===== src/verilog/hic_pkg.sv =====
// package for the host interface configuration register block
package hic_pkg;
  // ----------------------------------------------------------------
  // register byte addresses (low 16 bits of haddr decoded)
  // ----------------------------------------------------------------
  localparam logic [15:0] HIC_CFG0_ADDR = 16'hff94;
  localparam logic [15:0] HIC_CFG1_ADDR = 16'hff95;
  localparam logic [15:0] HIC_PCMD_ADDR = 16'hff98;
  localparam logic [15:0] HIC_STAT_ADDR = 16'hff9c;

  // ----------------------------------------------------------------
  // field positions
  // ----------------------------------------------------------------
  localparam int C0_SHADOW     = 0;
  localparam int C0_HREQ_LO    = 1;
  localparam int C0_DYN_EN     = 3;
  localparam int C0_DYN_HALF   = 4;
  localparam int C0_ULTRA_LO   = 5;
  localparam int C1_ULTRA3     = 0;
  localparam int C1_CLEAR_REG  = 1;
  localparam int C1_UNMASK     = 2;
  localparam int C1_UNUSED     = 3;
  localparam int C1_FLUSH      = 4;
  localparam int C1_UDMA_KEEP  = 5;
  localparam int C1_STAT_OFF   = 6;
  localparam int C1_DMA_SUSP   = 7;

  // ----------------------------------------------------------------
  // reset values and masks
  // ----------------------------------------------------------------
  localparam logic [7:0] CFG0_RST      = 8'h00;
  localparam logic [7:0] CFG1_RST      = 8'h00;
  localparam logic [7:0] CFG1_STORE_MK = 8'he5;

  // ----------------------------------------------------------------
  // host request threshold codes
  // ----------------------------------------------------------------
  typedef enum logic [1:0] {
    HIC_REQ_TWO_THIRD = 2'b00,
    HIC_REQ_HALF      = 2'b01,
    HIC_REQ_ONE_THIRD = 2'b10,
    HIC_REQ_FULL_M2   = 2'b11
  } hic_req_t;

  localparam int HIC_FULL_MARGIN = 2;
  localparam int HIC_PCMD_BYTES  = 12;

  // ahb transfer codes
  localparam logic [1:0] HIC_HTRANS_NONSEQ = 2'b10;
  localparam logic [1:0] HIC_HTRANS_SEQ    = 2'b11;
endpackage : hic_pkg


===== src/verilog/hic_thresh.sv =====
// fifo fill level comparator for host request and high priority
`timescale 1ns/10ps
module hic_thresh
  import hic_pkg::*;
#(
  parameter int FIFO_DEPTH = 96,
  parameter int LVL_W      = 8
) (
  // configuration
  input  wire logic [1:0]       req_code,
  input  wire logic             dyn_en,
  input  wire logic             dyn_half,
  // occupancy
  input  wire logic [LVL_W-1:0] level,
  // results
  output logic                  req_hit,
  output logic                  dyn_prio
);
  localparam logic [LVL_W-1:0] L_TWO_THIRD = LVL_W'((2 * FIFO_DEPTH) / 3);
  localparam logic [LVL_W-1:0] L_HALF      = LVL_W'(FIFO_DEPTH / 2);
  localparam logic [LVL_W-1:0] L_ONE_THIRD = LVL_W'(FIFO_DEPTH / 3);
  localparam logic [LVL_W-1:0] L_FULL_M2   = LVL_W'(FIFO_DEPTH - HIC_FULL_MARGIN);

  logic [LVL_W-1:0] req_lvl;
  logic [LVL_W-1:0] n_lvl;

  always_comb begin
    unique case (hic_req_t'(req_code))
      HIC_REQ_TWO_THIRD: req_lvl = L_TWO_THIRD;
      HIC_REQ_HALF:      req_lvl = L_HALF;
      HIC_REQ_ONE_THIRD: req_lvl = L_ONE_THIRD;
      HIC_REQ_FULL_M2:   req_lvl = L_FULL_M2;
    endcase
    n_lvl    = dyn_half ? L_HALF : L_ONE_THIRD;
    req_hit  = (level >= req_lvl);
    dyn_prio = dyn_en && (level <= n_lvl);
  end
endmodule : hic_thresh


===== src/verilog/hic_config.sv =====
// host interface configuration registers with ahb-lite slave
//
// Function
// microcontroller reads host packet command bytes
// packet accepted only in mode and transfer
// ultra bits in cfg0[7:5] and cfg1[0]
// ultra bits extend ultra engine timing limits
// cfg0 bit4 picks threshold third or half
// cfg0 bit3 enables dynamic high priority
// cfg0 bits2:1 select host request level
// cfg0 bit0 enables single drive shadowing
// cfg1 bit7 allows generic dma suspend
// cfg1 bit6 disables statistical high priority
// cfg1 bit5 controls ultra switch off
// bit5 zero clears ultra enable at end
// writing cfg1 bit4 flushes command pointer
// writing cfg1 bit1 clears counter, size store
// thresholds evaluated every clock against level
// cfg1 bit3 reads zero, writes ignored
`timescale 1ns/10ps
module hic_config
  import hic_pkg::*;
#(
  parameter int FIFO_DEPTH = 96,
  parameter int LVL_W      = 8
) (
  // clock and reset
  input  wire logic             clk,
  input  wire logic             rst_n,
  // ahb-lite slave
  input  wire logic             hsel,
  input  wire logic [31:0]      haddr,
  input  wire logic [1:0]       htrans,
  input  wire logic             hwrite,
  input  wire logic [2:0]       hsize,
  input  wire logic [31:0]      hwdata,
  input  wire logic             hready,
  output logic                  hreadyout,
  output logic                  hresp,
  output logic [31:0]           hrdata,
  // host side packet bytes
  input  wire logic             pkt_wr,
  input  wire logic [7:0]       pkt_byte,
  input  wire logic             atapi_mode,
  input  wire logic             xfer_started,
  // transfer status from the host engine
  input  wire logic             xfer_end,
  input  wire logic [LVL_W-1:0] fifo_level,
  // outputs to the host interface
  output logic [3:0]            ultra_ctrl,
  output logic                  shadow_en,
  output logic                  dma_susp_en,
  output logic                  stat_prio_en,
  output logic                  ultra_ata_clr,
  output logic                  seq_clear,
  output logic                  unmask_dtei,
  output logic                  host_req,
  output logic                  host_hi_prio
);
  // ----------------------------------------------------------------
  // ahb address phase capture
  // ----------------------------------------------------------------
  logic        ap_valid_r, ap_valid_nxt;
  logic        ap_write_r, ap_write_nxt;
  logic [15:0] ap_addr_r,  ap_addr_nxt;

  always_comb begin
    ap_valid_nxt = 1'b0;
    ap_write_nxt = ap_write_r;
    ap_addr_nxt  = ap_addr_r;
    if (hready && hsel && htrans[1]) begin
      ap_valid_nxt = 1'b1;
      ap_write_nxt = hwrite;
      ap_addr_nxt  = {haddr[15:2], 2'b00};
    end
  end

  always_ff @(posedge clk) begin
    if (!rst_n) begin
      ap_valid_r <= 1'b0;
      ap_write_r <= 1'b0;
      ap_addr_r  <= 16'h0000;
    end else begin
      ap_valid_r <= ap_valid_nxt;
      ap_write_r <= ap_write_nxt;
      ap_addr_r  <= ap_addr_nxt;
    end
  end

  // byte lanes of the two config bytes inside the ff94 word
  logic wr_cfg;
  logic rd_pcmd;
  assign wr_cfg    = ap_valid_r && ap_write_r && (ap_addr_r == HIC_CFG0_ADDR);
  assign rd_pcmd   = ap_valid_r && !ap_write_r && (ap_addr_r == HIC_PCMD_ADDR);
  assign hreadyout = 1'b1;
  assign hresp     = 1'b0;

  // ----------------------------------------------------------------
  // configuration registers
  // ----------------------------------------------------------------
  logic [7:0] cfg0_r, cfg0_nxt;
  logic [7:0] cfg1_r, cfg1_nxt;
  logic       flush_r, flush_nxt;
  logic       clr_r, clr_nxt;

  always_comb begin
    cfg0_nxt  = cfg0_r;
    cfg1_nxt  = cfg1_r;
    flush_nxt = 1'b0;
    clr_nxt   = 1'b0;
    if (wr_cfg) begin
      cfg0_nxt  = hwdata[7:0];
      // strobe bits and the unused bit are not stored
      cfg1_nxt  = hwdata[15:8] & CFG1_STORE_MK;
      flush_nxt = hwdata[8 + C1_FLUSH];
      clr_nxt   = hwdata[8 + C1_CLEAR_REG];
    end
  end

  always_ff @(posedge clk) begin
    if (!rst_n) begin
      cfg0_r  <= CFG0_RST;
      cfg1_r  <= CFG1_RST;
      flush_r <= 1'b0;
      clr_r   <= 1'b0;
    end else begin
      cfg0_r  <= cfg0_nxt;
      cfg1_r  <= cfg1_nxt;
      flush_r <= flush_nxt;
      clr_r   <= clr_nxt;
    end
  end

  assign ultra_ctrl    = {cfg0_r[C0_ULTRA_LO +: 3], cfg1_r[C1_ULTRA3]};
  assign shadow_en     = cfg0_r[C0_SHADOW];
  assign dma_susp_en   = cfg1_r[C1_DMA_SUSP];
  assign stat_prio_en  = !cfg1_r[C1_STAT_OFF];
  assign ultra_ata_clr = xfer_end && !cfg1_r[C1_UDMA_KEEP];         // see R11
  assign seq_clear     = clr_r;
  assign unmask_dtei   = cfg1_r[C1_UNMASK];

  // ----------------------------------------------------------------
  // 12-byte packet command fifo
  // ----------------------------------------------------------------
  logic [7:0] pcmd_r [HIC_PCMD_BYTES];
  logic [7:0] pcmd_nxt [HIC_PCMD_BYTES];
  logic [3:0] wptr_r, wptr_nxt;
  logic [3:0] rptr_r, rptr_nxt;
  logic       pkt_ok;

  assign pkt_ok = pkt_wr && atapi_mode && xfer_started
                  && (wptr_r < 4'(HIC_PCMD_BYTES));

  always_comb begin
    pcmd_nxt = pcmd_r;
    wptr_nxt = wptr_r;
    rptr_nxt = rptr_r;
    if (pkt_ok) begin
      pcmd_nxt[wptr_r] = pkt_byte;
      wptr_nxt         = wptr_r + 4'd1;
    end
    if (rd_pcmd && (rptr_r < wptr_r))
      rptr_nxt = rptr_r + 4'd1;
    // a flush restarts both pointers even mid packet
    if (flush_r) begin
      wptr_nxt = 4'd0;
      rptr_nxt = 4'd0;
    end
  end

  always_ff @(posedge clk) begin
    if (!rst_n) begin
      for (int i = 0; i < HIC_PCMD_BYTES; i++)
        pcmd_r[i] <= 8'h00;
      wptr_r <= 4'd0;
      rptr_r <= 4'd0;
    end else begin
      pcmd_r <= pcmd_nxt;
      wptr_r <= wptr_nxt;
      rptr_r <= rptr_nxt;
    end
  end

  // ----------------------------------------------------------------
  // read data, registered at the address phase
  // ----------------------------------------------------------------
  logic [31:0] rdata_r, rdata_nxt;
  logic [15:0] ra;
  assign ra = {haddr[15:2], 2'b00};

  always_comb begin
    rdata_nxt = 32'h0000_0000;
    if (hready && hsel && htrans[1] && !hwrite) begin
      unique case (ra)
        HIC_CFG0_ADDR: rdata_nxt = {16'h0000, cfg1_nxt, cfg0_nxt};
        // a fully read 12-byte packet leaves the read pointer one past the last slot, so it reads zero
        HIC_PCMD_ADDR: rdata_nxt = (rptr_nxt < 4'(HIC_PCMD_BYTES)) ? {24'h00_0000, pcmd_r[rptr_nxt]}
                                                                   : 32'h0000_0000;
        HIC_STAT_ADDR: rdata_nxt = {27'h000_0000, wptr_r, host_req};
        default:       rdata_nxt = 32'h0000_0000;
      endcase
    end
  end

  always_ff @(posedge clk) begin
    if (!rst_n)
      rdata_r <= 32'h0000_0000;
    else
      rdata_r <= rdata_nxt;
  end
  assign hrdata = rdata_r;

  // ----------------------------------------------------------------
  // threshold compare, live every clock
  // ----------------------------------------------------------------
  hic_thresh #(
    .FIFO_DEPTH (FIFO_DEPTH),
    .LVL_W      (LVL_W)
  ) u_thresh (
    .req_code (cfg0_r[C0_HREQ_LO +: 2]),
    .dyn_en   (cfg0_r[C0_DYN_EN]),
    .dyn_half (cfg0_r[C0_DYN_HALF]),
    .level    (fifo_level),
    .req_hit  (host_req),
    .dyn_prio (host_hi_prio)
  );

  // ----------------------------------------------------------------
  // checks
  // ----------------------------------------------------------------
  cfg_write_a: assert property (@(posedge clk) disable iff (!rst_n)
    wr_cfg |=> cfg0_r == $past(hwdata[7:0])) else $error("cfg0 write lost");
  unused_bit_a: assert property (@(posedge clk) disable iff (!rst_n)
    cfg1_r[C1_UNUSED] == 1'b0) else $error("unused bit set");
  flush_ptr_a: assert property (@(posedge clk) disable iff (!rst_n)
    wr_cfg && hwdata[8 + C1_FLUSH] |=> ##1 wptr_r == 4'd0) else $error("flush failed");
  clear_pulse_a: assert property (@(posedge clk) disable iff (!rst_n)
    seq_clear |=> !seq_clear || $past(wr_cfg)) else $error("clear not single");
  pkt_gate_a: assert property (@(posedge clk) disable iff (!rst_n)
    pkt_wr && !(atapi_mode && xfer_started) && !flush_r |=> $stable(wptr_r))
    else $error("packet taken out of mode");
  udma_clr_a: assert property (@(posedge clk) disable iff (!rst_n)
    wr_cfg ##1 xfer_end |-> ultra_ata_clr == !$past(hwdata[8 + C1_UDMA_KEEP]))
    else $error("ultra cleared wrongly");
  stat_prio_a: assert property (@(posedge clk) disable iff (!rst_n)
    wr_cfg |=> stat_prio_en == !$past(hwdata[8 + C1_STAT_OFF])) else $error("stat prio mismatch");
  dyn_off_a: assert property (@(posedge clk) disable iff (!rst_n)
    !cfg0_r[C0_DYN_EN] |-> !host_hi_prio) else $error("priority while disabled");
  shadow_out_a: assert property (@(posedge clk) disable iff (!rst_n)
    wr_cfg |=> shadow_en == $past(hwdata[C0_SHADOW])) else $error("shadow mismatch");
  pcmd_read_a: assert property (@(posedge clk) disable iff (!rst_n)
    rd_pcmd && rptr_r < wptr_r && !flush_r |=> rptr_r == $past(rptr_r) + 4'd1)
    else $error("packet read no advance");

  full_pkt_c: cover property (@(posedge clk) disable iff (!rst_n) wptr_r == 4'(HIC_PCMD_BYTES));
  flush_c:    cover property (@(posedge clk) disable iff (!rst_n) flush_r && wptr_r != 4'd0);
  udma_c:     cover property (@(posedge clk) disable iff (!rst_n) ultra_ata_clr);
  hiprio_c:   cover property (@(posedge clk) disable iff (!rst_n) host_hi_prio && host_req);
endmodule : hic_config


===== config.mk =====
export PLATFORM = sky130hd
export DESIGN_NAME = hic_config
export DESIGN_NICKNAME = d
export VERILOG_FILES = /design/src/verilog/hic_pkg.sv /design/src/verilog/hic_thresh.sv /design/src/verilog/hic_config.sv
export SDC_FILE = /design/constraint.sdc
export NUM_CORES = 1
export LEC_CHECK = 0
export ABC_AREA = 1
export BUFFER_PORTS_ARGS = -buffer_cell sky130_fd_sc_hd__buf_2
export CORE_MARGIN = 4
export CORE_UTILIZATION = 44
export CTS_CLUSTER_SIZE = 25
export DETAILED_ROUTE_END_ITERATION = 8
export PLACE_DENSITY = 0.63
export SLEW_MARGIN = 5
export SYNTH_ARGS = -nofsm -noshare
export SYNTH_HDL_FRONTEND = slang
export SYNTH_SLANG_ARGS = --single-unit

===== constraint.sdc =====
create_clock -name clk -period 4 [get_ports clk]
set_input_delay 1.2 -clock clk [delete_from_list [all_inputs] [get_ports clk]]
set_output_delay 1.2 -clock clk [all_outputs]
set_load 0.02 [all_outputs]

* Yosys cells after proc, flatten, opt, wreduce, memory -nomap -nowiden
Cells that the tools add are included.
** Storage, ports and cells
- Bits in registers :: 170
- Input bits :: 94
** Cells by class
- Add/subtract/negate cells :: 2
- Magnitude comparators :: 8
- Eq/ne operators :: 8
- Multiplexer cells :: 15
- Bitwise gates (word level) :: 3
- Reductions and logical operators :: 22
** Operators by type and width (count)
- $bwmux W96 :: 1
- $eq A14 B14 Y1 const B :: 5
- $mux W8 :: 6
- $pmux W16 S3 :: 1
- $bmux W8 S4 :: 1
- $demux W8 S4 :: 1
- $pmux W8 S4 :: 1
- $logic_and A1 B1 Y1 :: 14
- $ge A5 B5 Y1 const B :: 2
- $not A4 Y5 :: 2
- $add A4 B1 Y4 const B :: 2
- $ge A8 B8 Y1 :: 1
- $le A8 B8 Y1 :: 1
- $lt A4 B4 Y1 const B :: 2
- $mux W4 :: 2
- $lt A5 B1 Y1 const B :: 1
- $mux W5 :: 1
- $eq A2 B2 Y1 const B :: 2
- $logic_not A1 Y1 :: 4
- $lt A4 B4 Y1 :: 1
- $reduce_and A2 Y1 :: 2
- $eq A2 B1 Y1 const B :: 1
- $logic_not A2 Y1 :: 1
- $reduce_or A2 Y1 :: 1
- 2 further kinds :: 2

* Depth between registers and ports, before layout
Gate-level depths: netlist of the first run.
- Word-level depth :: 12
- Mapped depth :: 19
- Gate-level depth less buffers :: 18

* Modules after synthesis
From an unflattened synthesis of the first run, not the netlist that was laid out.
** Second synthesis, totals
- Cell total of the unflattened synthesis :: 1030
- Area, all modules :: 7215.7 um2
** Modules (own cells, without submodules)
- hic_config :: times used 1, cells each 985, area each 6931.6 um2, sequential area each 3083.0 um2
- hic_thresh :: times used 1, cells each 45, area each 284.0 um2, sequential area each 0.0 um2

* Least setup slack after synthesis of the first run
OpenSTA, ideal clock, no wires.
- Kind :: input to output
- From :: input port fifo_level[4]
- To :: output port host_hi_prio
- Data arrival time :: 2.660 ns
- Required time :: 2.800 ns
- Path slack :: 0.140 ns
- Stages :: 4
- Cell sequence :: inv_1 -> ha_1 -> nand3_1 -> a2111oi_0
** On the way
- Word-level cells in the longest chain between the ends :: 2
** RTL lines
- start: declaration :: line hic_config.sv:48 : input wire logic [LVL_W-1:0] fifo_level,
- $le A8 B8 Y1 :: line hic_thresh.sv:36 : dyn_prio = dyn_en && (level <= n_lvl);
- $logic_and A1 B1 Y1 :: line hic_thresh.sv:36
- end: declaration :: line hic_config.sv:58 : output logic host_hi_prio
Every way passes these cells.

* Final worst setup path of the first run
- From :: input port fifo_level[1]
- To :: output port host_req
** On the way
- Word-level cells in the longest chain between the ends :: 1
** RTL lines
- $ge A8 B8 Y1 :: line hic_thresh.sv:35 : req_hit = (level >= req_lvl);
- end: declaration :: line hic_config.sv:57 : output logic host_req,
Every way passes these cells.

==> key figures, run 1 <==
Status
  – Status: completed

Die
  – Die Area: 18900 µm²
  – Site row count: 47
  – # IOs: 140
  – Die X: 137 µm
  – Core Footprint: 16500 µm²
  – Starting Density: 44.7%
  – Die H: 137 µm

Synthesis
  – YS warnings: 0
  – Ys flop type: dfxtp_1
  – Seq cells post-synth: 154
  – Top post-synthesis cells by area: dfxtp_1, nor2_1, o21ai_0, nand3_1, nand2_1
  – Area share of the largest cell type after synthesis: 41.9%
  – Post-synth EDFFs: 0
  – Synth Area in XOR/XNOR: 0%
  – Main combinational cell family by area after synthesis: simple AND/OR/NAND/NOR gates
  – Adder-Cell Fraction of Synth Area: 3.23%
  – Part of the Yosys area used for sequential elements: 41.9%
  – Count leader, synth: nor2_1
  – Post-Synth Simple-Gate Area: 29.0%
  – Top cells by count, synth: nor2_1, dfxtp_1, o21ai_0
  – Ys async rst share: 0%
  – Synth Instances: 1018
  – Yosys top cell by area: dfxtp_1
  – Post-synth cell types: 38
  – Cell Area, Synth: 7360 µm²
  – Fraction of synthesized area in multiplexers: 1.09%
  – Avg Cell Area, Syn: 7.23 µm²
  – Compound-Gate Fraction of Synth Area: 13.1%

Route
  – # DRC: 0
  – Final ANT Viol Nets: 0
  – Final wirelength: 20000 µm
  – Drt pass-1 iters: 5
  – Initial DRC count: 506
  – WL/cell: 15.3 µm
  – Via/cell ratio: 5.15
  – Via count: 6726

Finish
  – Fin nets: 1186
  – P&R area growth vs syn: 13.5%
  – Final cell count without fillers: 1306
  – Layout cells sized above 1: 14.2%
  – Antenna Cells: 0
  – # fillers: 1688

Worst setup path
  – Worst path max stage delay: 280 ps
  – Crit path DAT: 2540 ps
  – Setup crit end kind: output port
  – Worst path most repeated cell: nand2_1
  – Worst Setup SP: fifo_level[1]
  – FF-to-FF path depth: 14
  – CP Max Fanout: 2
  – CP endpoint: host_req
  – Crit path cell chain: buf_2, inv_1, ha_1, inv_1, o21ai_0, a21oi_1, nor2_1, o21a_1, o21ai_0, nand2_1, nand2_1, nand2_1, buf_2
  – Worst Setup Path Type: in2out
  – RR Startpoint: wptr_r[3]
  – Critical path launch point type: input port
  – Slowest CP cell: ha_1
  – R2r setup slk: 1040 ps
  – R2r endpoint: hrdata[7]
  – CP Data Required Time: 2800 ps

CTS
  – Post-CTS Hold Buffers: 0
  – Post-CTS sizing: 0
  – Worst-case clock buffer depth: 2
  – # Post-CTS Setup Buffers: 0
  – Clk slew on worst S/H paths: 70 ps
  – Clk Latency, worst-skew pair: 430 ps
  – CTS sink cnt: 154
  – CTS tree: done
  – Root buffer cell: clkbuf_16
  – CTS H-tree lvls: 4
  – TritonCTS buffer count: 17

Pwr
  – P per Cell Area: 395 nW/µm²
  – LEAKAGE: 3.62 nW
  – Worst vdd ir: 301 µV

Timing
  – Slew Limit Headroom: 41.0%
  – RSZ-0062 raised after global routing: false
  – Least-Margin Pin Slew: 882 ps
  – Final slew viol count: 0
  – Endpoints failing hold: 0
  – Finish-stage setup viols: 0
  – Crit path time final: 3740 ps
  – F_max: 268 MHz
  – Fin crit share: 93.4%
  – Setup TNS: 0 ps
  – Clock Skews: 9.41 ps

GRT
  – Total GRT Usage: 21.0%
  – First-pass GRT wire length: 31000 µm
  – Pin count of the biggest net entering global routing: 50
  – Total gr overflow: 0
  – Initial antenna violation count: 0
  – Vias in the first global route: 5940

Worst hold path
  – Worst min-delay path class: reg2reg
  – Min-delay src: cfg1_r[4]

Placement
  – Inst Count DP: 1274
  – HPWL Detailed: 13000 µm
  – Port Buffers: 82
  – Routability cong.: 0.857

Job
  – Max cap viols: 0
[placed cells by master, fill, tap and decap left out, types with 5 or more instances in the layout]
cell type	instances
nor2_1	173
dfxtp_1	154
o21ai_0	117
nand2_1	105
inv_1	99
nand3_1	86
buf_2	82
a21oi_1	65
nand4_1	51
ha_1	19
conb_1	18
clkbuf_16	17
buf_4	16
nor3_1	13
mux2i_1	8
nor3_2	6
inv_2	5
[state kept, by name, indices dropped and copies added, names as in the netlist]
register / count
pcmd_r: 96
ap_valid_r: 1
flush_r: 1
wptr_r: 4
rptr_r: 4
cfg1_r: 8
hrdata: 16
ap_addr_r: 14
cfg0_r: 8
seq_clear: 1
ap_write_r: 1
[layer usage]
metal,vias up,routed length [µm],track usage (%)
met3,33,1060,3.65
li1,3428,-,-
met2,207,9370,34.5
met4,0,394,6.82
met5,-,0,0
met1,3058,9180,28.0
[report_power, final]
group / leakage [nW] / internal, mW / switching (mW) / total (mW)
combinational: 2.11 / 0.0497 / 0.112 / 0.162
sequential: 1.24 / 1.55 / 0.00871 / 1.56
clock: 0.271 / 0.889 / 0.691 / 1.58
[metrics by stage]
stage | setup WS (ps) | total power [mW] | hold WS (ps) | util, % | cell area, µm²
floorplan | 140 | 1.70 | 422 | - | 7420
global placement | 243 | 1.75 | 432 | 47.2 | 7780
detailed placement | 247 | 1.75 | 434 | 47.2 | 7780
CTS | 245 | 3.32 | 445 | 50.8 | 8360
global route | 85.4 | 3.40 | 462 | 50.8 | 8360
finish | 264 | 3.30 | 444 | 50.8 | 8360
[layout make-up]
class	count	area (µm²)	area share, %
Timing Repair Buffer	98	531	6.35
Clock inverter	13	135	1.62
Tap cell	220	275	3.29
Multi-Input combinational cell	694	3480	41.7
Sequential cell	154	3080	36.9
Clock buffer	19	443	5.30
Inverter	108	408	4.88
[critical path: cells and delay by family]
family / cells / cell delay [ps]
fa+ha+maj: 1 / 280
compound gates: 4 / 500
simple gates: 4 / 230
buf+inv: 4 / 320
[logic make-up after synthesis]
kind of cell / count (synthesis)
AO/OA/AOI/OAI: 189
adder cells (fa/ha/maj): 19
buffers and inverters: 186
flip-flops: 154
multiplexers: 8
other: 2
AND/OR/NAND/NOR: 460
[how the worst min path moves through the flow]
stage                     slack [ps]   endpoint  cells after the start
after CTS                        440  cfg1_r[4]                      2
after floorplan                  420  cfg1_r[1]                      2
after global placement           430  cfg1_r[4]                      2
after global routing             460  cfg1_r[1]                      2
final                            440  cfg1_r[4]                      2
after detailed placement         430  cfg1_r[4]                      2
Note: power is estimated with default switching activity, not from simulation.
==> run 2, diff against run 1 <==
- SYNTH_HIERARCHICAL: unset -> 1
==> run 2 against run 1 <==
Net effect:
- cell count rose by 0.77%
- worst setup slack improved by 370 ps
- sequential power barely moved
- register-to-register slack got worse by 100 ps
- clock skew rose by 2.2 ps
==> key figures, run 2 <==
Route
  – Top Metal Used: met4
  – # DRC: 0 (unchanged)
  – Routed length on met2: 9460 µm (+0.96%)
  – Wire length on met3: 1120 µm (+6.1%)
  – Final wirelength: 20100 µm (+0.66%)
  – WL/cell: 15.3 µm (about the same)
  – Drt pass-1 iters: 6 (+1)
  – Met1 WL: 9200 µm (+0.22%)
  – Initial DRC count: 605 (+20%)
  – Via/cell ratio: 5.12 (-0.61%)
  – Final ANT Viol Nets: 0 (unchanged)
  – Via count: 6736 (+0.15%)

Synthesis
  – Post-synth EDFFs: 0 (unchanged)
  – Ys flop type: dfxtp_1
  – Ys async rst share: 0% (unchanged)
  – Yosys top cell by area: dfxtp_1
  – Seq cells post-synth: 154 (unchanged)
  – Adder-Cell Fraction of Synth Area: 3.29% (+0.064 points)
  – Area share of the largest cell type after synthesis: 42.7% (+0.84 points)
  – Synth Instances: 1030 (+1.2%)
  – Post-synth cell types: 33 (-13%)
  – Fraction of synthesized area in multiplexers: 0.555% (-0.53 points)
  – Cell Area, Synth: 7220 µm² (-2.0%)
  – Count leader, synth: nor2_1
  – Synth Area in XOR/XNOR: 0.121% (+0.12 points)
  – Top cells by count, synth: nor2_1, dfxtp_1, nand2_1
  – YS warnings: 6 (+6)
  – Part of the Yosys area used for sequential elements: 42.7% (+0.84 points)
  – Top post-synthesis cells by area: dfxtp_1, nor2_1, nand2_1, o21ai_0, nand3_1
  – Avg Cell Area, Syn: 7.01 µm² (-3.1%)
  – Compound-Gate Fraction of Synth Area: 13.4% (+0.31 points)
  – Post-Synth Simple-Gate Area: 29.8% (+0.73 points)
  – Main combinational cell family by area after synthesis: simple AND/OR/NAND/NOR gates

GRT
  – Total GRT Usage: 21.6% (+0.62 points)
  – Pin count of the biggest net entering global routing: 108 (+120%)
  – First-pass GRT wire length: 31500 µm (+1.7%)
  – Total gr overflow: 0 (unchanged)
  – Initial antenna violation count: 0 (unchanged)
  – Vias in the first global route: 6045 (+1.8%)

Timing
  – F_max: 297 MHz (+11%)
  – Slew Limit Headroom: 38.4% (-2.7 points)
  – RSZ-0062 raised after global routing: false
  – Least-Margin Pin Slew: 924 ps (+42.4 ps)
  – Fin crit share: 84.2% (-9.2 points)
  – Clock Skews: 11.6 ps (+2.24 ps)
  – Finish-stage setup viols: 0 (unchanged)
  – Endpoints failing hold: 0 (unchanged)
  – Final slew viol count: 0 (unchanged)
  – Crit path time final: 3370 ps (-370 ps)
  – Setup TNS: 0 ps (unchanged)

Finish
  – Layout cells sized above 1: 12.8% (-1.4 points)
  – Max reg flops: 96 (unchanged)
  – Final instance area: 8340 µm² (-0.22%)
  – P&R area growth vs syn: 15.6%
  – Antenna Cells: 0 (unchanged)
  – Most common cell after layout, fill and taps aside: nor2_1
  – Most frequent cells in the layout: nor2_1, dfxtp_1, nand2_1
  – Fin nets: 1201 (+1.3%)
  – Top reg by flops: pcmd_r

Die
  – # IOs: 140 (unchanged)
  – Core Footprint: 16000 µm² (-2.8%)
  – Site row count: 46 (-2.1%)
  – Die X: 136 µm (-0.92%)
  – Starting Density: 45.1% (+0.40 points)
  – Die H: 136 µm (-0.92%)
  – Die Area: 18500 µm² (-1.8%)

Status
  – Status: completed

Pwr
  – Sw Ratio: 21.9% (-2.7 points)
  – P per Cell Area: 420 nW/µm² (+6.5%)
  – Final Power: 3.51 mW (+6.3%)
  – Clock share of power: 50.9% (+3.0 points)
  – LEAKAGE: 3.64 nW (+0.56%)
  – NetSw: 768 µW (-5.4%)
  – Register share of total power: 44.4% (-2.8 points)
  – Worst vdd ir: 286 µV (-4.8%)
  – Int Power: 2.74 mW (+10%)
  – Gate power share: 4.7% (-0.2 points)

CTS
  – Post-CTS sizing: 0 (unchanged)
  – Clk Latency, worst-skew pair: 430 ps (about the same)
  – TritonCTS buffer count: 17 (unchanged)
  – Worst-case clock buffer depth: 2 (unchanged)
  – CTS sink cnt: 154 (unchanged)
  – CTS tree: done
  – Clk slew on worst S/H paths: 60 ps (about the same)
  – # Post-CTS Setup Buffers: 0 (unchanged)
  – CTS H-tree lvls: 4 (unchanged)
  – Root buffer cell: clkbuf_16
  – Post-CTS Hold Buffers: 0 (unchanged)

Placement
  – Port Buffers: 82 (unchanged)
  – Dpl cell area: 7690 µm² (-1.2%)
  – HPWL Detailed: 13400 µm (+2.4%)
  – Routability cong.: 0.880 (+2.6%)

Worst hold path
  – Worst min-delay path class: reg2reg

Worst setup path
  – CP Data Required Time: 2800 ps (about the same)
  – Setup crit end kind: output port
  – CP Max Fanout: 2 (unchanged)
  – Crit path DAT: 2170 ps (-370 ps)
  – Critical path launch point type: input port
  – Worst Setup Path Type: in2out

Job
  – Max cap viols: 0 (unchanged)
## run 2: changes by cell type in the layout (fill, tap and decap cells not counted), sizes merged, moves of 3 or more
cell,before,now
nor2,178,192
a21oi,65,72
or2,4,1
nand4,52,37
nand3,89,85
inv,110,92
mux2i,8,4
bufinv,1,5
clkinv,6,2
nand2,109,153
## run 2: kinds of logic after synthesis
logic type,Yosys count
xor+xnor,1
simple gates,493
compound gates,191
other cells,2
flops,154
fa+ha+maj,19
mux,4
buf+inv,166
## run 2: final timing paths
path | cells past startpoint | to | from | slack [ps]
hold reg to reg | 2 | cfg1_r[1] | cfg1_r[1] | 450
setup reg to reg | 15 | hrdata[0] | wptr_r[3] | 940
setup / recovery | 7 | host_req | fifo_level[5] | 630
hold / removal | 2 | cfg1_r[1] | cfg1_r[1] | 450
## run 2: power by group through the flow
stage               Sequential, mW  Combinational (mW)  Clock, mW
floorplan                     1.59               0.111          0
detailed placement            1.59               0.163          0
finish                        1.56               0.164       1.78
CTS                           1.56               0.163       1.81
global route                  1.56               0.181       1.88
global placement              1.59               0.162          0
## run 2: worst max-delay path, cell delays in order
cell,delay (ps)
buf_2,110
ha_1,290
nand2_1,60
nor2_1,130
nand2_1,60
nand3_1,120
buf_2,190
## run 2: metal layers
metal	vias up	track usage, %
met5	-	0
met4	0	7.39
met3	29	4.03
met2	173	35.3
met1	3084	28.7
li1	3450	-
## run 2: final cells by class
| cell class | count | area (µm²) |
|---|---|---|
| flip-flops and latches | 154 | 3080 |
| inverters | 92 | 345 |
| clock inverters | 10 | 190 |
| well taps | 216 | 270 |
| fillers | 1622 | 7660 |
| clock buffers | 21 | 460 |
| repair buffers | 97 | 523 |
| multi-input cells | 726 | 3470 |
## run 2: per-stage QoR
stage                     instances  hold slack [ps]  setup slack [ps]  utilization, %
after floorplan                1046              422               886               -
after global placement         1285              431               650            48.0
after detailed placement       1285              440               640            48.0
after CTS                      1316              450               638            52.1
after global routing           1316              475               567            52.1
final                          1316              446               634            52.1
==> run 3, diff against run 2 <==
- clock period: 4 -> 3.1 ns (I/O delays scaled with it)
==> run 3 against run 2 <==
Net effect:
- clock skew shrank 4.2 ps
- critical path depth grew 2
- global-route usage grew 0.44 points
- sequential power grew 29%
- via count grew 1.1%
- largest cell class unchanged
==> key figures, run 3 (synthesis gave the netlist of run 2 again) <==
Placement
  – Routability cong.: 0.894 (+1.6%)
  – Port Buffers: 82 (unchanged)
  – HPWL Detailed: 13500 µm (+0.90%)

Worst setup path
  – RR Startpoint: wptr_r[3]
  – R2r endpoint: hrdata[3]
  – FF-to-FF path depth: 14 (-1)
  – Crit path DAT: 2030 ps (-140 ps)
  – CP Max Fanout: 4 (+2)
  – CP Data Required Time: 2170 ps (-630 ps)
  – CP endpoint: host_req
  – Worst Setup Path Type: reg2out
  – Critical path launch point type: flop
  – Worst Setup SP: cfg0_r[2]
  – Setup crit end kind: output port
  – R2r setup slk: 310 ps (-630 ps)

CTS
  – Root buffer cell: clkbuf_16
  – CTS sink cnt: 154 (unchanged)
  – CTS H-tree lvls: 4 (unchanged)
  – Clk Latency, worst-skew pair: 420 ps (about the same)
  – CTS tree: done
  – Clk slew on worst S/H paths: 60 ps (about the same)
  – # Post-CTS Setup Buffers: 0 (unchanged)
  – Post-CTS Hold Buffers: 0 (unchanged)
  – TritonCTS buffer count: 17 (unchanged)
  – Worst-case clock buffer depth: 2 (unchanged)
  – Post-CTS sizing: 0 (unchanged)

Timing
  – Finish-stage setup viols: 0 (unchanged)
  – Clock Skews: 7.46 ps (-4.18 ps)
  – RSZ-0062 raised after global routing: false
  – Least-Margin Pin Slew: 927 ps (+2.81 ps)
  – Crit path time final: 2960 ps
  – F_max: 338 MHz
  – Final hold slack: 449 ps (+2.64 ps)
  – Final slew viol count: 0 (unchanged)
  – Setup TNS: 0 ps (unchanged)
  – Slew Limit Headroom: 38.2% (-0.19 points)
  – Fin crit share: 95.4%
  – Endpoints failing hold: 0 (unchanged)

Die
  – Die X: 136 µm (unchanged)
  – Core Footprint: 16000 µm² (unchanged)
  – # IOs: 140 (unchanged)
  – Die H: 136 µm (unchanged)
  – Starting Density: 45.1% (unchanged)
  – Die Area: 18500 µm² (unchanged)
  – Site row count: 46 (unchanged)

Job
  – Max cap viols: 0 (unchanged)

Worst hold path
  – Worst min-delay path class: reg2reg
  – Min-delay src: cfg1_r[4]

Pwr
  – Register share of total power: 47.5% (+3.1 points)
  – P per Cell Area: 508 nW/µm² (+21%)
  – Worst vdd ir: 411 µV (+44%)
  – Clock share of power: 47.4% (-3.5 points)
  – Sw Ratio: 22.8% (+0.94 points)
  – Gate power share: 5.1% (+0.4 points)
  – NetSw: 966 µW (+26%)
  – Int Power: 3.26 mW (+19%)
  – LEAKAGE: 3.65 nW (+0.19%)
  – Final Power: 4.23 mW (+21%)

Finish
  – Max reg flops: 96 (unchanged)
  – P&R area growth vs syn: 15.4%
  – Most frequent cells in the layout: nor2_1, dfxtp_1, nand2_1
  – Fin nets: 1210 (+0.75%)
  – Top reg by flops: pcmd_r
  – Most common cell after layout, fill and taps aside: nor2_1
  – Layout cells sized above 1: 13.4% (+0.62 points)
  – Antenna Cells: 0 (unchanged)

GRT
  – Initial antenna violation count: 0 (unchanged)
  – Vias in the first global route: 6291 (+4.1%)
  – First-pass GRT wire length: 32100 µm (+1.8%)
  – Pin count of the biggest net entering global routing: 108 (unchanged)
  – Total GRT Usage: 22.0% (+0.44 points)
  – Total gr overflow: 0 (unchanged)

Route
  – Initial DRC count: 496 (-18%)
  – # DRC: 0 (unchanged)
  – Final wirelength: 20200 µm (+0.56%)
  – Via/cell ratio: 5.14 (+0.41%)
  – Via count: 6810 (+1.1%)
  – Drt pass-1 iters: 5 (-1)
  – WL/cell: 15.3 µm (-0.13%)
  – Final ANT Viol Nets: 0 (unchanged)

Status
  – Status: completed
-- run 3: changes by cell type in the layout (fill, tap and decap cells not counted), sizes merged --
| cell | delta |
|---|---|
| inv | -1 |
| clkbuf | +3 |
| buf | +9 |
| bufinv | -3 |
| clkinv | +2 |
| clkinvlp | -1 |
-- run 3: worst max-delay path: stages (launching register included) --
cell	delay, ps
dfxtp_2	360
inv_1	90
ha_4	280
inv_1	40
ha_1	300
nand2_1	70
nand2_1	50
a21oi_2	110
nand3_1	120
buf_4	180
-- run 3: layout make-up --
type | instances | area, µm²
sequential | 154 | 3090
multi-input combinational | 726 | 3480
inverter | 92 | 345
fill | 1621 | 7670
clock inverter | 7 | 93.8
clock buffer | 24 | 462
timing repair buffer | 106 | 593
tap | 216 | 270
-- run 3: through the flow --
| stage | instance area, µm² | setup slack (ps) | instances | utilization [%] |
|---|---|---|---|---|
| floorplan | 7280 | 526 | 1046 | - |
| global placement | 7750 | 297 | 1294 | 48.5 |
| detailed placement | 7750 | 299 | 1294 | 48.5 |
| CTS | 8310 | 23.9 | 1325 | 51.9 |
| global route | 8330 | 38.7 | 1325 | 52.0 |
| finish | 8330 | 141 | 1325 | 52.0 |
-- run 3: worst min-delay path by stage --
| stage | depth (start not counted) | to | slack [ps] |
|---|---|---|---|
| global placement | 2 | cfg1_r[4] | 430 |
| finish | 2 | cfg1_r[4] | 450 |
| CTS | 2 | cfg1_r[3] | 450 |
| global route | 2 | pcmd_r[30] | 470 |
| detailed placement | 2 | cfg1_r[3] | 440 |
| floorplan | 2 | cfg1_r[1] | 420 |
-- run 3: layer usage --
metal  GRT usage, %  wire (µm)  up-vias
met1           29.4       9180     3124
met2           36.4       9510      200
met3           4.74       1230       23
met5              0          0        -
li1               -          -     3463
met4           5.66        330        0
-- run 3: power by group through the flow --
stage               Clock [mW]  Combinational, mW  Sequential [mW]
finish                    2.01              0.214             2.01
floorplan                    0              0.144             2.05
global placement             0              0.210             2.05
CTS                       2.03              0.211             2.01
detailed placement           0              0.210             2.05
global route              2.13              0.238             2.01
